--- src/rtl/output_delay_defines.svh ---
`ifndef OUTPUT_DELAY_DEFINES_SVH
`define OUTPUT_DELAY_DEFINES_SVH

// ****************************************
// Register offsets
// ****************************************
`define OFS_OUTPUT0_SEQUENCE_DELAY 8'h0C
`define OFS_OUTPUT1_SEQUENCE_DELAY 8'h0D
`define OFS_OUTPUT2_SEQUENCE_DELAY 8'h0E
`define OFS_OUTPUTS01_DRIVE_CONTROL 8'h0F
`define OFS_OUTPUT2_AND_PINMUX_CONTROL 8'h10

// ****************************************
// Reset values
// ****************************************
`define RST_SEQUENCE_DELAY 8'h00
`define RST_OUTPUTS01_DRIVE_CONTROL 8'hAA
`define RST_OUTPUT2_AND_PINMUX_CONTROL 8'h0A

// ****************************************
// Field positions
// ****************************************
`define FLD_OFF_WAIT_HI 7
`define FLD_OFF_WAIT_LO 4
`define FLD_ON_WAIT_HI 3
`define FLD_ON_WAIT_LO 0
`define FLD_OUT1_OPEN_DRAIN 7
`define FLD_OUT1_GATE_HI 6
`define FLD_OUT1_GATE_LO 5
`define FLD_OUT1_LEVEL 4
`define FLD_OUT0_OPEN_DRAIN 3
`define FLD_OUT0_GATE_HI 2
`define FLD_OUT0_GATE_LO 1
`define FLD_OUT0_LEVEL 0
`define FLD_CLOCK_PIN_FUNCTION_SELECT 5
`define FLD_GOOD_PIN_FUNCTION_SELECT 4
`define FLD_OUT2_OPEN_DRAIN 3
`define FLD_OUT2_GATE_HI 2
`define FLD_OUT2_GATE_LO 1
`define FLD_OUT2_LEVEL 0

// ****************************************
// Timing
// ****************************************
`define CLK_MHZ 250
`define STEP_SHORT_US 500
`define STEP_SHORT_CYCLES (`STEP_SHORT_US * `CLK_MHZ)

`endif

--- src/rtl/output_delay_pkg.sv ---
package output_delay_pkg;

  typedef enum logic [1:0]
  {
    ST_LOW = 2'b00,
    ST_WAIT_ON = 2'b01,
    ST_HIGH = 2'b11,
    ST_WAIT_OFF = 2'b10
  } wait_state_t;

  typedef logic [1:0] gate_source_t;

endpackage : output_delay_pkg

--- src/rtl/output_delay_channel.sv ---
`timescale 1ns/1ps
`include "output_delay_defines.svh"

module output_delay_channel #(
  parameter int STEP_CYCLES = `STEP_SHORT_CYCLES
) (
  input wire logic clk_i,
  input wire logic sys_rst_i,
  input wire logic ce_i,
  input wire logic ctrl_i,
  input wire logic [3:0] on_code_i,
  input wire logic [3:0] off_code_i,
  input wire logic on_long_i,
  input wire logic off_long_i,
  output logic level_o
);

  output_delay_pkg::wait_state_t st_r;
  output_delay_pkg::wait_state_t st_nxt;
  logic [18:0] pre_r;
  logic [18:0] pre_nxt;
  logic [3:0] cnt_r;
  logic [3:0] cnt_nxt;
  logic lvl_r;
  logic lvl_nxt;
  logic [18:0] step_short;
  logic [18:0] limit;
  logic tick;

  // ****************************************
  // Step timer
  // ****************************************
  assign step_short = 19'(STEP_CYCLES);
  // Long steps are twice the short one
  assign limit = (st_r == output_delay_pkg::ST_WAIT_ON) ?
                 (on_long_i ? {step_short[17:0], 1'b0} : step_short) :
                 (off_long_i ? {step_short[17:0], 1'b0} : step_short);
  assign tick = (pre_r == limit - 19'h00001);

  // ****************************************
  // Sequencer
  // ****************************************
  // Codes are read live, so a rewrite mid-wait takes effect at the end of the current step
  always_comb
  begin
    st_nxt = st_r;
    pre_nxt = pre_r + 19'h00001;
    cnt_nxt = cnt_r;
    lvl_nxt = lvl_r;
    unique case (st_r)
      output_delay_pkg::ST_LOW:
      begin
        pre_nxt = 19'h00000;
        cnt_nxt = 4'h0;
        if (ctrl_i)
        begin
          if (on_code_i == 4'h0)
          begin
            st_nxt = output_delay_pkg::ST_HIGH;
            lvl_nxt = 1'b1;
          end
          else
          begin
            st_nxt = output_delay_pkg::ST_WAIT_ON;
          end
        end
      end
      output_delay_pkg::ST_WAIT_ON:
      begin
        if (!ctrl_i)
        begin
          st_nxt = output_delay_pkg::ST_LOW;
        end
        else if (tick)
        begin
          pre_nxt = 19'h00000;
          cnt_nxt = cnt_r + 4'h1;
          if (cnt_r + 4'h1 >= on_code_i)
          begin
            st_nxt = output_delay_pkg::ST_HIGH;
            lvl_nxt = 1'b1;
          end
        end
      end
      output_delay_pkg::ST_HIGH:
      begin
        pre_nxt = 19'h00000;
        cnt_nxt = 4'h0;
        if (!ctrl_i)
        begin
          if (off_code_i == 4'h0)
          begin
            st_nxt = output_delay_pkg::ST_LOW;
            lvl_nxt = 1'b0;
          end
          else
          begin
            st_nxt = output_delay_pkg::ST_WAIT_OFF;
          end
        end
      end
      output_delay_pkg::ST_WAIT_OFF:
      begin
        if (ctrl_i)
        begin
          st_nxt = output_delay_pkg::ST_HIGH;
        end
        else if (tick)
        begin
          pre_nxt = 19'h00000;
          cnt_nxt = cnt_r + 4'h1;
          if (cnt_r + 4'h1 >= off_code_i)
          begin
            st_nxt = output_delay_pkg::ST_LOW;
            lvl_nxt = 1'b0;
          end
        end
      end
    endcase
  end

  always_ff @(posedge clk_i)
  begin
    if (sys_rst_i)
    begin
      st_r <= output_delay_pkg::ST_LOW;
      pre_r <= 19'h00000;
      cnt_r <= 4'h0;
      lvl_r <= 1'b0;
    end
    else if (ce_i)
    begin
      st_r <= st_nxt;
      pre_r <= pre_nxt;
      cnt_r <= cnt_nxt;
      lvl_r <= lvl_nxt;
    end
  end

  assign level_o = lvl_r;

endmodule : output_delay_channel

--- src/rtl/output_delay_and_drive_control.sv ---
// Function
// - Output zero off wait, bits 7-4, 0.5 ms steps after control falls.
// - Output zero on wait, bits 3-0, 0.5 ms steps after control rises.
// - Startup and shutdown range selects make on and off delay steps 1 ms, up to 15 ms.
// - Output one off wait, bits 7-4, same encoding.
// - Output one on wait, bits 3-0, same encoding.
// - Output two off wait, bits 7-4, 0 to 7.5 ms.
// - Output two on wait, bits 3-0, same sixteen codes.
// - Delay registers at 0Ch, 0Dh, 0Eh reset to zero.
// - Bit 7 picks push-pull or open-drain for shared output one pin.
// - Bits 6-5 gate output one level with nothing or enable pin.
// - Bit 4 is output one software level.
// - Bit 3 picks push-pull or open-drain for output zero.
// - Bits 2-1 gate output zero level with nothing or enable pin.
// - Bit 0 is output zero software level.
// - Control register at 0Fh resets to AAh.
// - Second control register at 10h resets to 0Ah, fields as listed.
// - Bit 5 turns clock input pin into output two.
// - Bit 4 turns power-good pin into output one.
// - Bits 2-1 gate output two level with nothing or enable pin.
// - Bit 3 output two drive type, bit 0 its level.
`timescale 1ns/1ps
`include "output_delay_defines.svh"

module output_delay_and_drive_control #(
  parameter int STEP_CYCLES = `STEP_SHORT_CYCLES
) (
  input wire logic clk_i,
  input wire logic sys_rst_i,
  input wire logic ce_i,
  input wire logic [7:0] reg_addr_i,
  input wire logic [7:0] reg_wdata_i,
  input wire logic reg_wr_i,
  input wire logic reg_rd_i,
  output logic [7:0] reg_rdata_o,
  input wire logic startup_range_sel_i,
  input wire logic shutdown_range_sel_i,
  input wire logic enable_pin_one_i,
  input wire logic enable_pin_two_i,
  input wire logic enable_pin_three_i,
  input wire logic power_good_one_i,
  output logic general_output_zero_o,
  output logic general_output_zero_oe_o,
  output logic general_output_one_o,
  output logic general_output_one_oe_o,
  output logic general_output_two_o,
  output logic general_output_two_oe_o,
  output logic [2:0] delayed_levels_o
);

  logic [7:0] delay_r [3];
  logic [7:0] delay_nxt [3];
  logic [7:0] ctl1_r;
  logic [7:0] ctl1_nxt;
  logic [7:0] ctl2_r;
  logic [7:0] ctl2_nxt;
  logic [7:0] rdata_r;
  logic [7:0] rdata_nxt;
  logic [2:0] en_s_nxt;
  logic [2:0] en_filt;
  logic [3:0] en_sel;
  logic [2:0] drive_lvl;
  logic [2:0] pin_used;
  logic [2:0] ctrl;
  logic [2:0] lvl;
  logic [2:0] sw_level;
  logic [2:0] open_drain;
  output_delay_pkg::gate_source_t gate_src [3];
  logic [5:0] pin_nxt;
  logic [5:0] pin_r;
  logic [2:0] lvl_out_r;

  // ****************************************
  // Register file
  // ****************************************
  // Delay registers, one decoder each
  generate
    for (genvar r = 0; r < 3; r++)
    begin : g_delay
      always_comb
      begin
        delay_nxt[r] = delay_r[r];
        if (reg_wr_i && reg_addr_i == `OFS_OUTPUT0_SEQUENCE_DELAY + 8'(r))
        begin
          delay_nxt[r] = reg_wdata_i;
        end
      end

      always_ff @(posedge clk_i)
      begin
        if (sys_rst_i)
        begin
          delay_r[r] <= `RST_SEQUENCE_DELAY;
        end
        else if (ce_i)
        begin
          delay_r[r] <= delay_nxt[r];
        end
      end
    end
  endgenerate

  // Reserved bits are stored, so software reads back what it wrote
  always_comb
  begin
    ctl1_nxt = ctl1_r;
    ctl2_nxt = ctl2_r;
    if (reg_wr_i && reg_addr_i == `OFS_OUTPUTS01_DRIVE_CONTROL)
    begin
      ctl1_nxt = reg_wdata_i;
    end
    if (reg_wr_i && reg_addr_i == `OFS_OUTPUT2_AND_PINMUX_CONTROL)
    begin
      ctl2_nxt = reg_wdata_i;
    end
  end

  always_ff @(posedge clk_i)
  begin
    if (sys_rst_i)
    begin
      ctl1_r <= `RST_OUTPUTS01_DRIVE_CONTROL;
      ctl2_r <= `RST_OUTPUT2_AND_PINMUX_CONTROL;
    end
    else if (ce_i)
    begin
      ctl1_r <= ctl1_nxt;
      ctl2_r <= ctl2_nxt;
    end
  end

  // Read data holds until the next read; a same-cycle write shows next time
  always_comb
  begin
    rdata_nxt = rdata_r;
    if (reg_rd_i)
    begin
      unique case (reg_addr_i)
        `OFS_OUTPUT0_SEQUENCE_DELAY: rdata_nxt = delay_r[0];
        `OFS_OUTPUT1_SEQUENCE_DELAY: rdata_nxt = delay_r[1];
        `OFS_OUTPUT2_SEQUENCE_DELAY: rdata_nxt = delay_r[2];
        `OFS_OUTPUTS01_DRIVE_CONTROL: rdata_nxt = ctl1_r;
        `OFS_OUTPUT2_AND_PINMUX_CONTROL: rdata_nxt = ctl2_r;
        default: rdata_nxt = 8'h00;
      endcase
    end
  end

  always_ff @(posedge clk_i)
  begin
    if (sys_rst_i)
    begin
      rdata_r <= 8'h00;
    end
    else if (ce_i)
    begin
      rdata_r <= rdata_nxt;
    end
  end

  // ****************************************
  // Enable pin synchronisers
  // ****************************************
  // Pins are asynchronous; accept a change only once two stages agree
  assign en_s_nxt = {enable_pin_three_i, enable_pin_two_i, enable_pin_one_i};

  generate
    for (genvar b = 0; b < 3; b++)
    begin : g_sync
      logic s1_r;
      logic s2_r;
      logic s3_r;
      logic hold_r;
      logic hold_nxt;

      always_comb
      begin
        hold_nxt = hold_r;
        if (s2_r == s3_r)
        begin
          hold_nxt = s3_r;
        end
      end

      always_ff @(posedge clk_i)
      begin
        if (sys_rst_i)
        begin
          s1_r <= 1'b0;
          s2_r <= 1'b0;
          s3_r <= 1'b0;
          hold_r <= 1'b0;
        end
        else if (ce_i)
        begin
          s1_r <= en_s_nxt[b];
          s2_r <= s1_r;
          s3_r <= s2_r;
          hold_r <= hold_nxt;
        end
      end

      assign en_filt[b] = hold_r;
    end
  endgenerate

  // Entry zero stands for no gating, so every source code has a defined pick
  assign en_sel = {en_filt, 1'b1};

  // ****************************************
  // Field decode
  // ****************************************
  assign sw_level[0] = ctl1_r[`FLD_OUT0_LEVEL];
  assign sw_level[1] = ctl1_r[`FLD_OUT1_LEVEL];
  assign sw_level[2] = ctl2_r[`FLD_OUT2_LEVEL];
  assign open_drain[0] = ctl1_r[`FLD_OUT0_OPEN_DRAIN];
  assign open_drain[1] = ctl1_r[`FLD_OUT1_OPEN_DRAIN];
  assign open_drain[2] = ctl2_r[`FLD_OUT2_OPEN_DRAIN];
  assign gate_src[0] = ctl1_r[`FLD_OUT0_GATE_HI:`FLD_OUT0_GATE_LO];
  assign gate_src[1] = ctl1_r[`FLD_OUT1_GATE_HI:`FLD_OUT1_GATE_LO];
  assign gate_src[2] = ctl2_r[`FLD_OUT2_GATE_HI:`FLD_OUT2_GATE_LO];

  // ****************************************
  // Delay channels
  // ****************************************
  generate
    for (genvar k = 0; k < 3; k++)
    begin : g_chan
      // Source zero means the level bit alone
      assign ctrl[k] = sw_level[k] & en_sel[gate_src[k]];

      output_delay_channel #(
        .STEP_CYCLES(STEP_CYCLES)
      ) u_chan (
        .clk_i(clk_i),
        .sys_rst_i(sys_rst_i),
        .ce_i(ce_i),
        .ctrl_i(ctrl[k]),
        .on_code_i(delay_r[k][`FLD_ON_WAIT_HI:`FLD_ON_WAIT_LO]),
        .off_code_i(delay_r[k][`FLD_OFF_WAIT_HI:`FLD_OFF_WAIT_LO]),
        .on_long_i(startup_range_sel_i),
        .off_long_i(shutdown_range_sel_i),
        .level_o(lvl[k])
      );
    end
  endgenerate

  // ****************************************
  // Pin drivers
  // ****************************************
  // Power-good keeps the pin until handed over; bit 7 sets its drive type either way
  assign drive_lvl = {lvl[2], ctl2_r[`FLD_GOOD_PIN_FUNCTION_SELECT] ? lvl[1] : power_good_one_i, lvl[0]};
  // Clock input mode leaves the pin undriven
  assign pin_used = {ctl2_r[`FLD_CLOCK_PIN_FUNCTION_SELECT], 2'b11};

  generate
    for (genvar i = 0; i < 3; i++)
    begin : g_pin
      logic o_nxt;
      logic oe_nxt;

      always_comb
      begin
        o_nxt = 1'b0;
        oe_nxt = 1'b0;
        if (pin_used[i] && open_drain[i])
        begin
          // Never drive high, the pull-up owns that level
          oe_nxt = ~drive_lvl[i];
        end
        else if (pin_used[i])
        begin
          o_nxt = drive_lvl[i];
          oe_nxt = 1'b1;
        end
      end

      assign pin_nxt[2 * i] = o_nxt;
      assign pin_nxt[2 * i + 1] = oe_nxt;
    end
  endgenerate

  always_ff @(posedge clk_i)
  begin
    if (sys_rst_i)
    begin
      pin_r <= 6'h00;
      lvl_out_r <= 3'h0;
    end
    else if (ce_i)
    begin
      pin_r <= pin_nxt;
      lvl_out_r <= lvl;
    end
  end

  assign reg_rdata_o = rdata_r;
  assign general_output_zero_o = pin_r[0];
  assign general_output_zero_oe_o = pin_r[1];
  assign general_output_one_o = pin_r[2];
  assign general_output_one_oe_o = pin_r[3];
  assign general_output_two_o = pin_r[4];
  assign general_output_two_oe_o = pin_r[5];
  assign delayed_levels_o = lvl_out_r;

endmodule : output_delay_and_drive_control

--- config.mk ---
export PLATFORM = sky130hd
export DESIGN_NAME = output_delay_and_drive_control
export DESIGN_NICKNAME = d
export VERILOG_FILES = /design/src/rtl/output_delay_pkg.sv /design/src/rtl/output_delay_channel.sv /design/src/rtl/output_delay_and_drive_control.sv
export VERILOG_INCLUDE_DIRS = /design/src /design/src/rtl
export SDC_FILE = /design/constraint.sdc
export NUM_CORES = 1
export LEC_CHECK = 0
export BUFFER_PORTS_ARGS = -buffer_cell sky130_fd_sc_hd__buf_4
export CAP_MARGIN = 25
export CORE_AREA = 2 2 168 153
export DETAILED_ROUTE_END_ITERATION = 12
export DIE_AREA = 0 0 170 155
export MAX_ROUTING_LAYER = met4
export REMOVE_ABC_BUFFERS = 1
export SYNTH_ARGS = -nofsm -noshare
export SYNTH_HDL_FRONTEND = slang
export SYNTH_HIERARCHICAL = 1
export SYNTH_SLANG_ARGS = --single-unit
--- constraint.sdc ---
create_clock -name clk_i -period 4.05 [get_ports clk_i]
set_input_delay 0.81 -clock clk_i [delete_from_list [all_inputs] [get_ports clk_i]]
set_output_delay 0.81 -clock clk_i [all_outputs]
set_load 0.02 [all_outputs]
Yosys cells after proc, flatten, opt, wreduce, memory -nomap -nowiden
Memories as Yosys holds them, arrays and structs flattened.
Index checks and enable logic that the tools add are counted.
{"block": "totals", "inputBits": 27, "n_memories": 1, "output_inout_bits": 17, "ramBits": 24, "elab_cells": 274, "ff_bits": 123}
{"name": "delay_r", "words": 3, "word_bits": 8, "read_ports": 3, "rd_ports_with_merged_regs": 0, "wr": 3, "line_no": "output_delay_and_drive_control.sv:51", "text": "logic [7:0] delay_r [3];"}
{"block": "op_classes", "n_addsub": 9, "n_mux": 122, "n_bitwise": 9, "reduce_logical": 33, "eq_ne": 62, "order_cmp": 9}
{"operator": "$mux 19", "n": 11}
{"operator": "$pmux 19 s3", "n": 3}
{"operator": "$mux 2", "n": 30}
{"operator": "$add 19x1->19 const B", "n": 3}
{"operator": "$eq 19x19->1", "n": 3}
{"operator": "$sub 19x1->19 const B", "n": 3}
{"operator": "$mux 18", "n": 3}
{"operator": "$mux 8", "n": 6}
{"operator": "$mux 1", "n": 47}
{"operator": "$ne 2x1->1 const B", "n": 21}
{"operator": "$pmux 8 s5", "n": 1}
{"operator": "$mux 4", "n": 9}
{"operator": "$pmux 4 s3", "n": 3}
{"operator": "$reduce_and 11->1", "n": 3}
{"operator": "$eq 8x4->1 const B", "n": 4}
{"operator": "$ge 4x4->1", "n": 6}
{"operator": "$logic_not 4->1", "n": 6}
{"operator": "$pmux 2 s4", "n": 3}
{"operator": "$reduce_and 7->1", "n": 3}
{"operator": "$ne 2x2->1 const B", "n": 9}
{"operator": "$ne 3x1->1 const B", "n": 6}
{"operator": "$ne 3x3->1 const B", "n": 6}
{"operator": "$add 4x1->4 const B", "n": 3}
{"operator": "$eq 2x2->1 const B", "n": 6}
{"operator": "14 further kinds", "n": 46}

Longest topological paths before layout
{"block": "depth", "word_depth": 7, "depth_mapped": 10, "depth_no_buf": 9}

Cells and area by module
Netlist, hierarchy kept.
{"module": "output_delay_channel at g_chan[0].u_chan ...", "cells_each": 191, "area_each_um2": 1724.2, "seq_area_each_um2": 520.5, "n_inst": 2}
{"module": "output_delay_and_drive_control", "cells_each": 264, "area_each_um2": 2927.8, "seq_area_each_um2": 1621.6, "n_inst": 1}
{"module": "output_delay_channel at g_chan[2].u_chan", "cells_each": 191, "area_each_um2": 1639.1, "seq_area_each_um2": 520.5, "n_inst": 1}

Worst setup path before layout
Ideal clock, no wire load.
{"block": "synth_timing", "path_kind": "input to register", "startpoint": "input shutdown_range_sel_i", "endpoint": "register g_chan[2].u_chan.st_r[0]", "required_ns": 3.963, "setup_slack_ns": 1.326, "t_arrival_ns": 2.637, "setup_ns": 0.087, "path_stages": 6, "n_path_buf": 0, "cell_sequence": "mux2_4 or4_4 a2111oi_4 nor2_2 or4_1 o31ai_1"}
{"block": "synth_via", "elab_chain_cells": 6, "elab_cells_between_ends": 7, "cone_classes": "add/sub (1); eq/ne (3); mux (2); reduce/logical (1)"}
{"item": "start: declaration", "line_no": "output_delay_and_drive_control.sv:37", "text": "input wire logic shutdown_range_sel_i,"}
{"item": "$mux 18 (*)", "line_no": "output_delay_channel.sv:37", "text": "(off_long_i ? {step_short[17:0], 1'b0} : step_short);"}
{"item": "$mux 18 (*)", "line_no": "output_delay_channel.sv:35", "text": "assign limit = (st_r == output_delay_pkg::ST_WAIT_ON) ?"}
{"item": "$sub 19x1->19 (*)", "line_no": "output_delay_channel.sv:38", "text": "assign tick = (pre_r == limit - 19'h00001);"}
{"item": "$eq 19x19->1 (*)", "line_no": "output_delay_channel.sv:38"}
{"item": "$ne 3x3->1 (no line) / $ne 3x1->1 (equally long branches)"}
{"item": "$reduce_and 7->1 (no line) (*)"}
{"item": "end signal: assignment", "line_no": "output_delay_channel.sv:126", "text": "st_r <= output_delay_pkg::ST_LOW;"}
{"item": "end signal: assignment", "line_no": "output_delay_channel.sv:133", "text": "st_r <= st_nxt;"}
{"item": "end: declaration", "line_no": "output_delay_channel.sv:18", "text": "output_delay_pkg::wait_state_t st_r;"}
Mark *: on every way between the ends. The rest lies on a longest branch, timed or not.
A chain may end at the register's enable or synchronous reset.

Worst setup path after layout
{"block": "layout_timing", "startpoint": "register g_chan[2].u_chan.st_r[1]", "endpoint": "register g_chan[2].u_chan.pre_r[13]"}
{"block": "layout_via", "elab_chain_cells": 7, "elab_cells_between_ends": 12, "cone_classes": "add/sub (1); eq/ne (4); mux (5); reduce/logical (2)"}
{"item": "$eq 2x1->1", "line_no": "output_delay_channel.sv:35, output_delay_channel.sv:50"}
{"item": "$mux 18", "line_no": "output_delay_channel.sv:35"}
{"item": "$sub 19x1->19", "line_no": "output_delay_channel.sv:38"}
{"item": "$eq 19x19->1", "line_no": "output_delay_channel.sv:38"}
{"item": "$mux 19", "line_no": "output_delay_channel.sv:74, output_delay_channel.sv:108"}
{"item": "$mux 19 (on tied branches)", "line_no": "output_delay_channel.sv:104, output_delay_channel.sv:70"}
{"item": "$pmux 19 s3 (*)", "line_no": "output_delay_channel.sv:50", "text": "unique case (st_r)"}
{"item": "end signal: assignment", "line_no": "output_delay_channel.sv:134", "text": "pre_r <= pre_nxt;"}
{"item": "end: declaration", "line_no": "output_delay_channel.sv:20", "text": "logic [18:0] pre_r;"}
Marks and branches as above.

==> flow_metrics.py <==
metrics = {
    "outcome": {
        "run_status": "complete, no violations",
    },
    "power_and_ir_drop": {
        "p_leak_uw": 0.00333,
        "pwr_density_cell_nw_per_um2": 364,
        "irDropWorstVdd_v": 0.000197,
        "finalPower_uw": 3350,
    },
    "yosys": {
        "syn_area_um2": 8020,
        "synthArstFlopShare": 0,
        "netlist_instances": 837,
        "synth_top_family_by_area": "simple AND/OR/NAND/NOR gates",
        "synth-simple-area-share": 0.254,
        "synth.mux.area_fraction": 0.0632,
        "synth_ff_type": "dfxtp_1",
        "syn_avg_cell_area_um2": 9.58,
        "ys_top_cells_by_count": "123 x dfxtp_1, 94 x nor2_1, 58 x nand2_1",
        "synthAdderAreaFrac": 0.0656,
        "synth_compound_area_frac": 0.121,
        "synth.area.top_cells": "dfxtp_1 31%, edfxtp_1 9.0%, ha_1 6.6%, mux2i_1 4.9%, nor2_1 4.4%",
        "synth_most_common_cell": "dfxtp_1",
        "synth_enable_flop_cells": 24,
        "synthXorXnorAreaFrac": 0.0623,
        "yosysSeqAreaShare": 0.397,
        "synth_area_leader_cell": "dfxtp_1",
        "yosys_warnings": 6,
        "ys_seq_elements": 147,
        "ys_types": 66,
        "synth_top_area_share": 0.307,
    },
    "timing": {
        "fin_crit_sh": 0.726,
        "fmax_mhz": 340,
        "fin_hold_ws_ps": 456,
        "maxSlewHeadroom": 0.421,
        "worst_slew_pin_slew_ps": 868,
        "tns_ps": 0,
        "maxSlewViolCount": 0,
        "min_period_ps": 2940,
        "hold_viol": 0,
        "finClkSkew_ps": 9.29,
        "setup_viol": 0,
        "rsz0062_at_grt": "no",
    },
    "layout": {
        "diodes": 0,
        "layout-drive-gt1-share": 0.163,
        "syn2layout_area_growth_pct": 14.7,
        "nets": 944,
    },
    "cts": {
        "insertion_delay_ps": 420,
        "cts_num_sinks": 147,
        "h-tree-depth": 4,
        "cts_resized": 0,
        "cts_setup_buffers": 0,
        "cts-buffers-inserted": 17,
        "clockRootBuffer": "clkbuf_16",
        "cts_tree": "built",
        "clock_path_buffers": 2,
        "cts_hold_repair.buffers": 0,
        "clkTransAtPathRegs_ps": 60,
    },
    "detailed_routing": {
        "drtIter0Drc": 513,
        "drt_pass1_iterations": 5,
        "route.detailed.wl_per_inst_um": 15.6,
        "avgViaCountPerCell": 5.11,
        "vias": 6136,
        "drc_errors": 0,
        "wl_um": 18700,
        "drtAntennaViolNets": 0,
    },
    "grt": {
        "grt_start_max_net_pins": 46,
        "grt_use_met3": 0.0275,
        "antenna_found_initial": 0,
        "grt_pass1_wl_um": 30900,
        "use_met1": 0.213,
        "track_usage": 0.152,
        "overflow": 0,
        "grt_pass1_vias": 5815,
        "top_usage_layer": "met2",
        "met2_usage": 0.223,
    },
    "critical_path": {
        "crit_fanout": 16,
        "worstPathRequired_ps": 4340,
        "critPathCaptureType": "flop",
        "reg2regPathDepth": 8,
        "arrival_ps": 3230,
        "critPathKind": "flop to flop",
        "worstSetupStartpointType": "flop",
    },
    "floorplan": {
        "fp.dieH_um": 155,
        "die_width_um": 170,
        "die_area_um2": 26400,
        "rows": 55,
        "top_level_ports": 44,
        "coreArea_um2": 24800,
        "start_util": 0.324,
    },
    "job": {
        "drv_cap": 0,
    },
    "place": {
        "dp.final_hpwl_um": 13700,
        "portBuffers": 43,
        "globalplace.congestion": 0.838,
    },
    "worst_hold_path": {
        "hp-class": "flop to flop",
        "hold_path_depth": 2,
    },
}
## stage by stage
step	setup slack [ps]	util	std cells	instance area [um^2]
floorplan	1330	-	809	7850
global placement	1030	0.347	1169	8590
detailed placement	980	0.347	1169	8590
CTS	1120	0.371	1201	9200
global route	944	0.371	1201	9200
finish	1110	0.371	1201	9200
## sequential cells by signal (all words and copies together) (netlist names), 6 cells and up
register             count
ctl1_r                   8
reg_rdata_o              8
ctl2_r                   8
pin_r                    6
g_chan.u_chan/st_r       6
g_chan.u_chan/cnt_r     12
delay_r                 24
g_chan.u_chan/pre_r     57
## power breakdown
part | switching, uW | internal [uW] | total, uW
Combinational | 113 | 74.9 | 188
Clock | 637 | 986 | 1620
Sequential | 24.3 | 1510 | 1540
## cell families after synthesis
family	count (synthesis)
AOI/OAI and AO/OA	130
DFF	147
xor gates and xnor gates	57
and+or+nand+nor	351
adders and majority gates	42
buffers and inverters	61
muxes	49
## cell usage in the layout, fill, tap and decap left out, types with 12 or more instances in the layout
| cell type | netlist | routed |
|---|---|---|
| nand2b_1 | 20 | 20 |
| inv_1 | 31 | 31 |
| clkbuf_16 | 0 | 19 |
| nor2_1 | 94 | 94 |
| nor3_1 | 17 | 17 |
| buf_4 | 3 | 47 |
| edfxtp_1 | 24 | 24 |
| dfxtp_1 | 123 | 123 |
| nand3b_1 | 12 | 12 |
| xor2_1 | 35 | 35 |
| nor2_4 | 20 | 20 |
| nand3_1 | 22 | 22 |
| xnor2_1 | 22 | 22 |
| mux2i_1 | 39 | 39 |
| a21oi_1 | 36 | 36 |
| nand4_1 | 14 | 14 |
| and3_1 | 12 | 12 |
| ha_1 | 42 | 42 |
| nand2_1 | 58 | 58 |
| nor2b_1 | 12 | 12 |
| o21ai_0 | 13 | 13 |
| and2_1 | 13 | 13 |
## routing by layer
layer  wire length (um)  up-vias  share of wire
met5                  0        -              0
met4                212        0          0.011
met3                767       17          0.041
met2               8290      124           0.44
met1               9460     2906           0.51
li1                   -     3089              -
## worst paths after layout
path | slack, ps | endpoint | startpoint
setup / recovery | 1110 | g_chan[2].u_chan/pre_r[13]$_SDFFE_PP0P_ | g_chan[2].u_chan/st_r[1]$_SDFFE_PP0P_
hold reg to reg | 460 | g_sync[0].hold_r$_SDFFE_PP0P_ | g_sync[0].s3_r$_SDFFE_PP0P_
hold / removal | 460 | g_sync[0].hold_r$_SDFFE_PP0P_ | g_sync[0].s3_r$_SDFFE_PP0P_
setup reg to reg | 1110 | g_chan[2].u_chan/pre_r[13]$_SDFFE_PP0P_ | g_chan[2].u_chan/st_r[1]$_SDFFE_PP0P_
## area by class of cell
class,instances,area [um^2]
sequential,147,3180
inverter,33,124
multi-input combinational,629,4540
fill,2497,15600
clock inverter,10,118
tap,313,392
timing repair buffer,47,353
clock buffer,22,487
## worst max-delay path: stages, from the launching register on
cell       delay, ps
dfxtp_1          330
inv_1            110
ha_1             320
mux2_4           340
or4_4            500
a2111oi_4        520
a21oi_2          200
o21bai_4         400
nor2_1           100
Note: power is estimated with default switching activity, not from simulation.
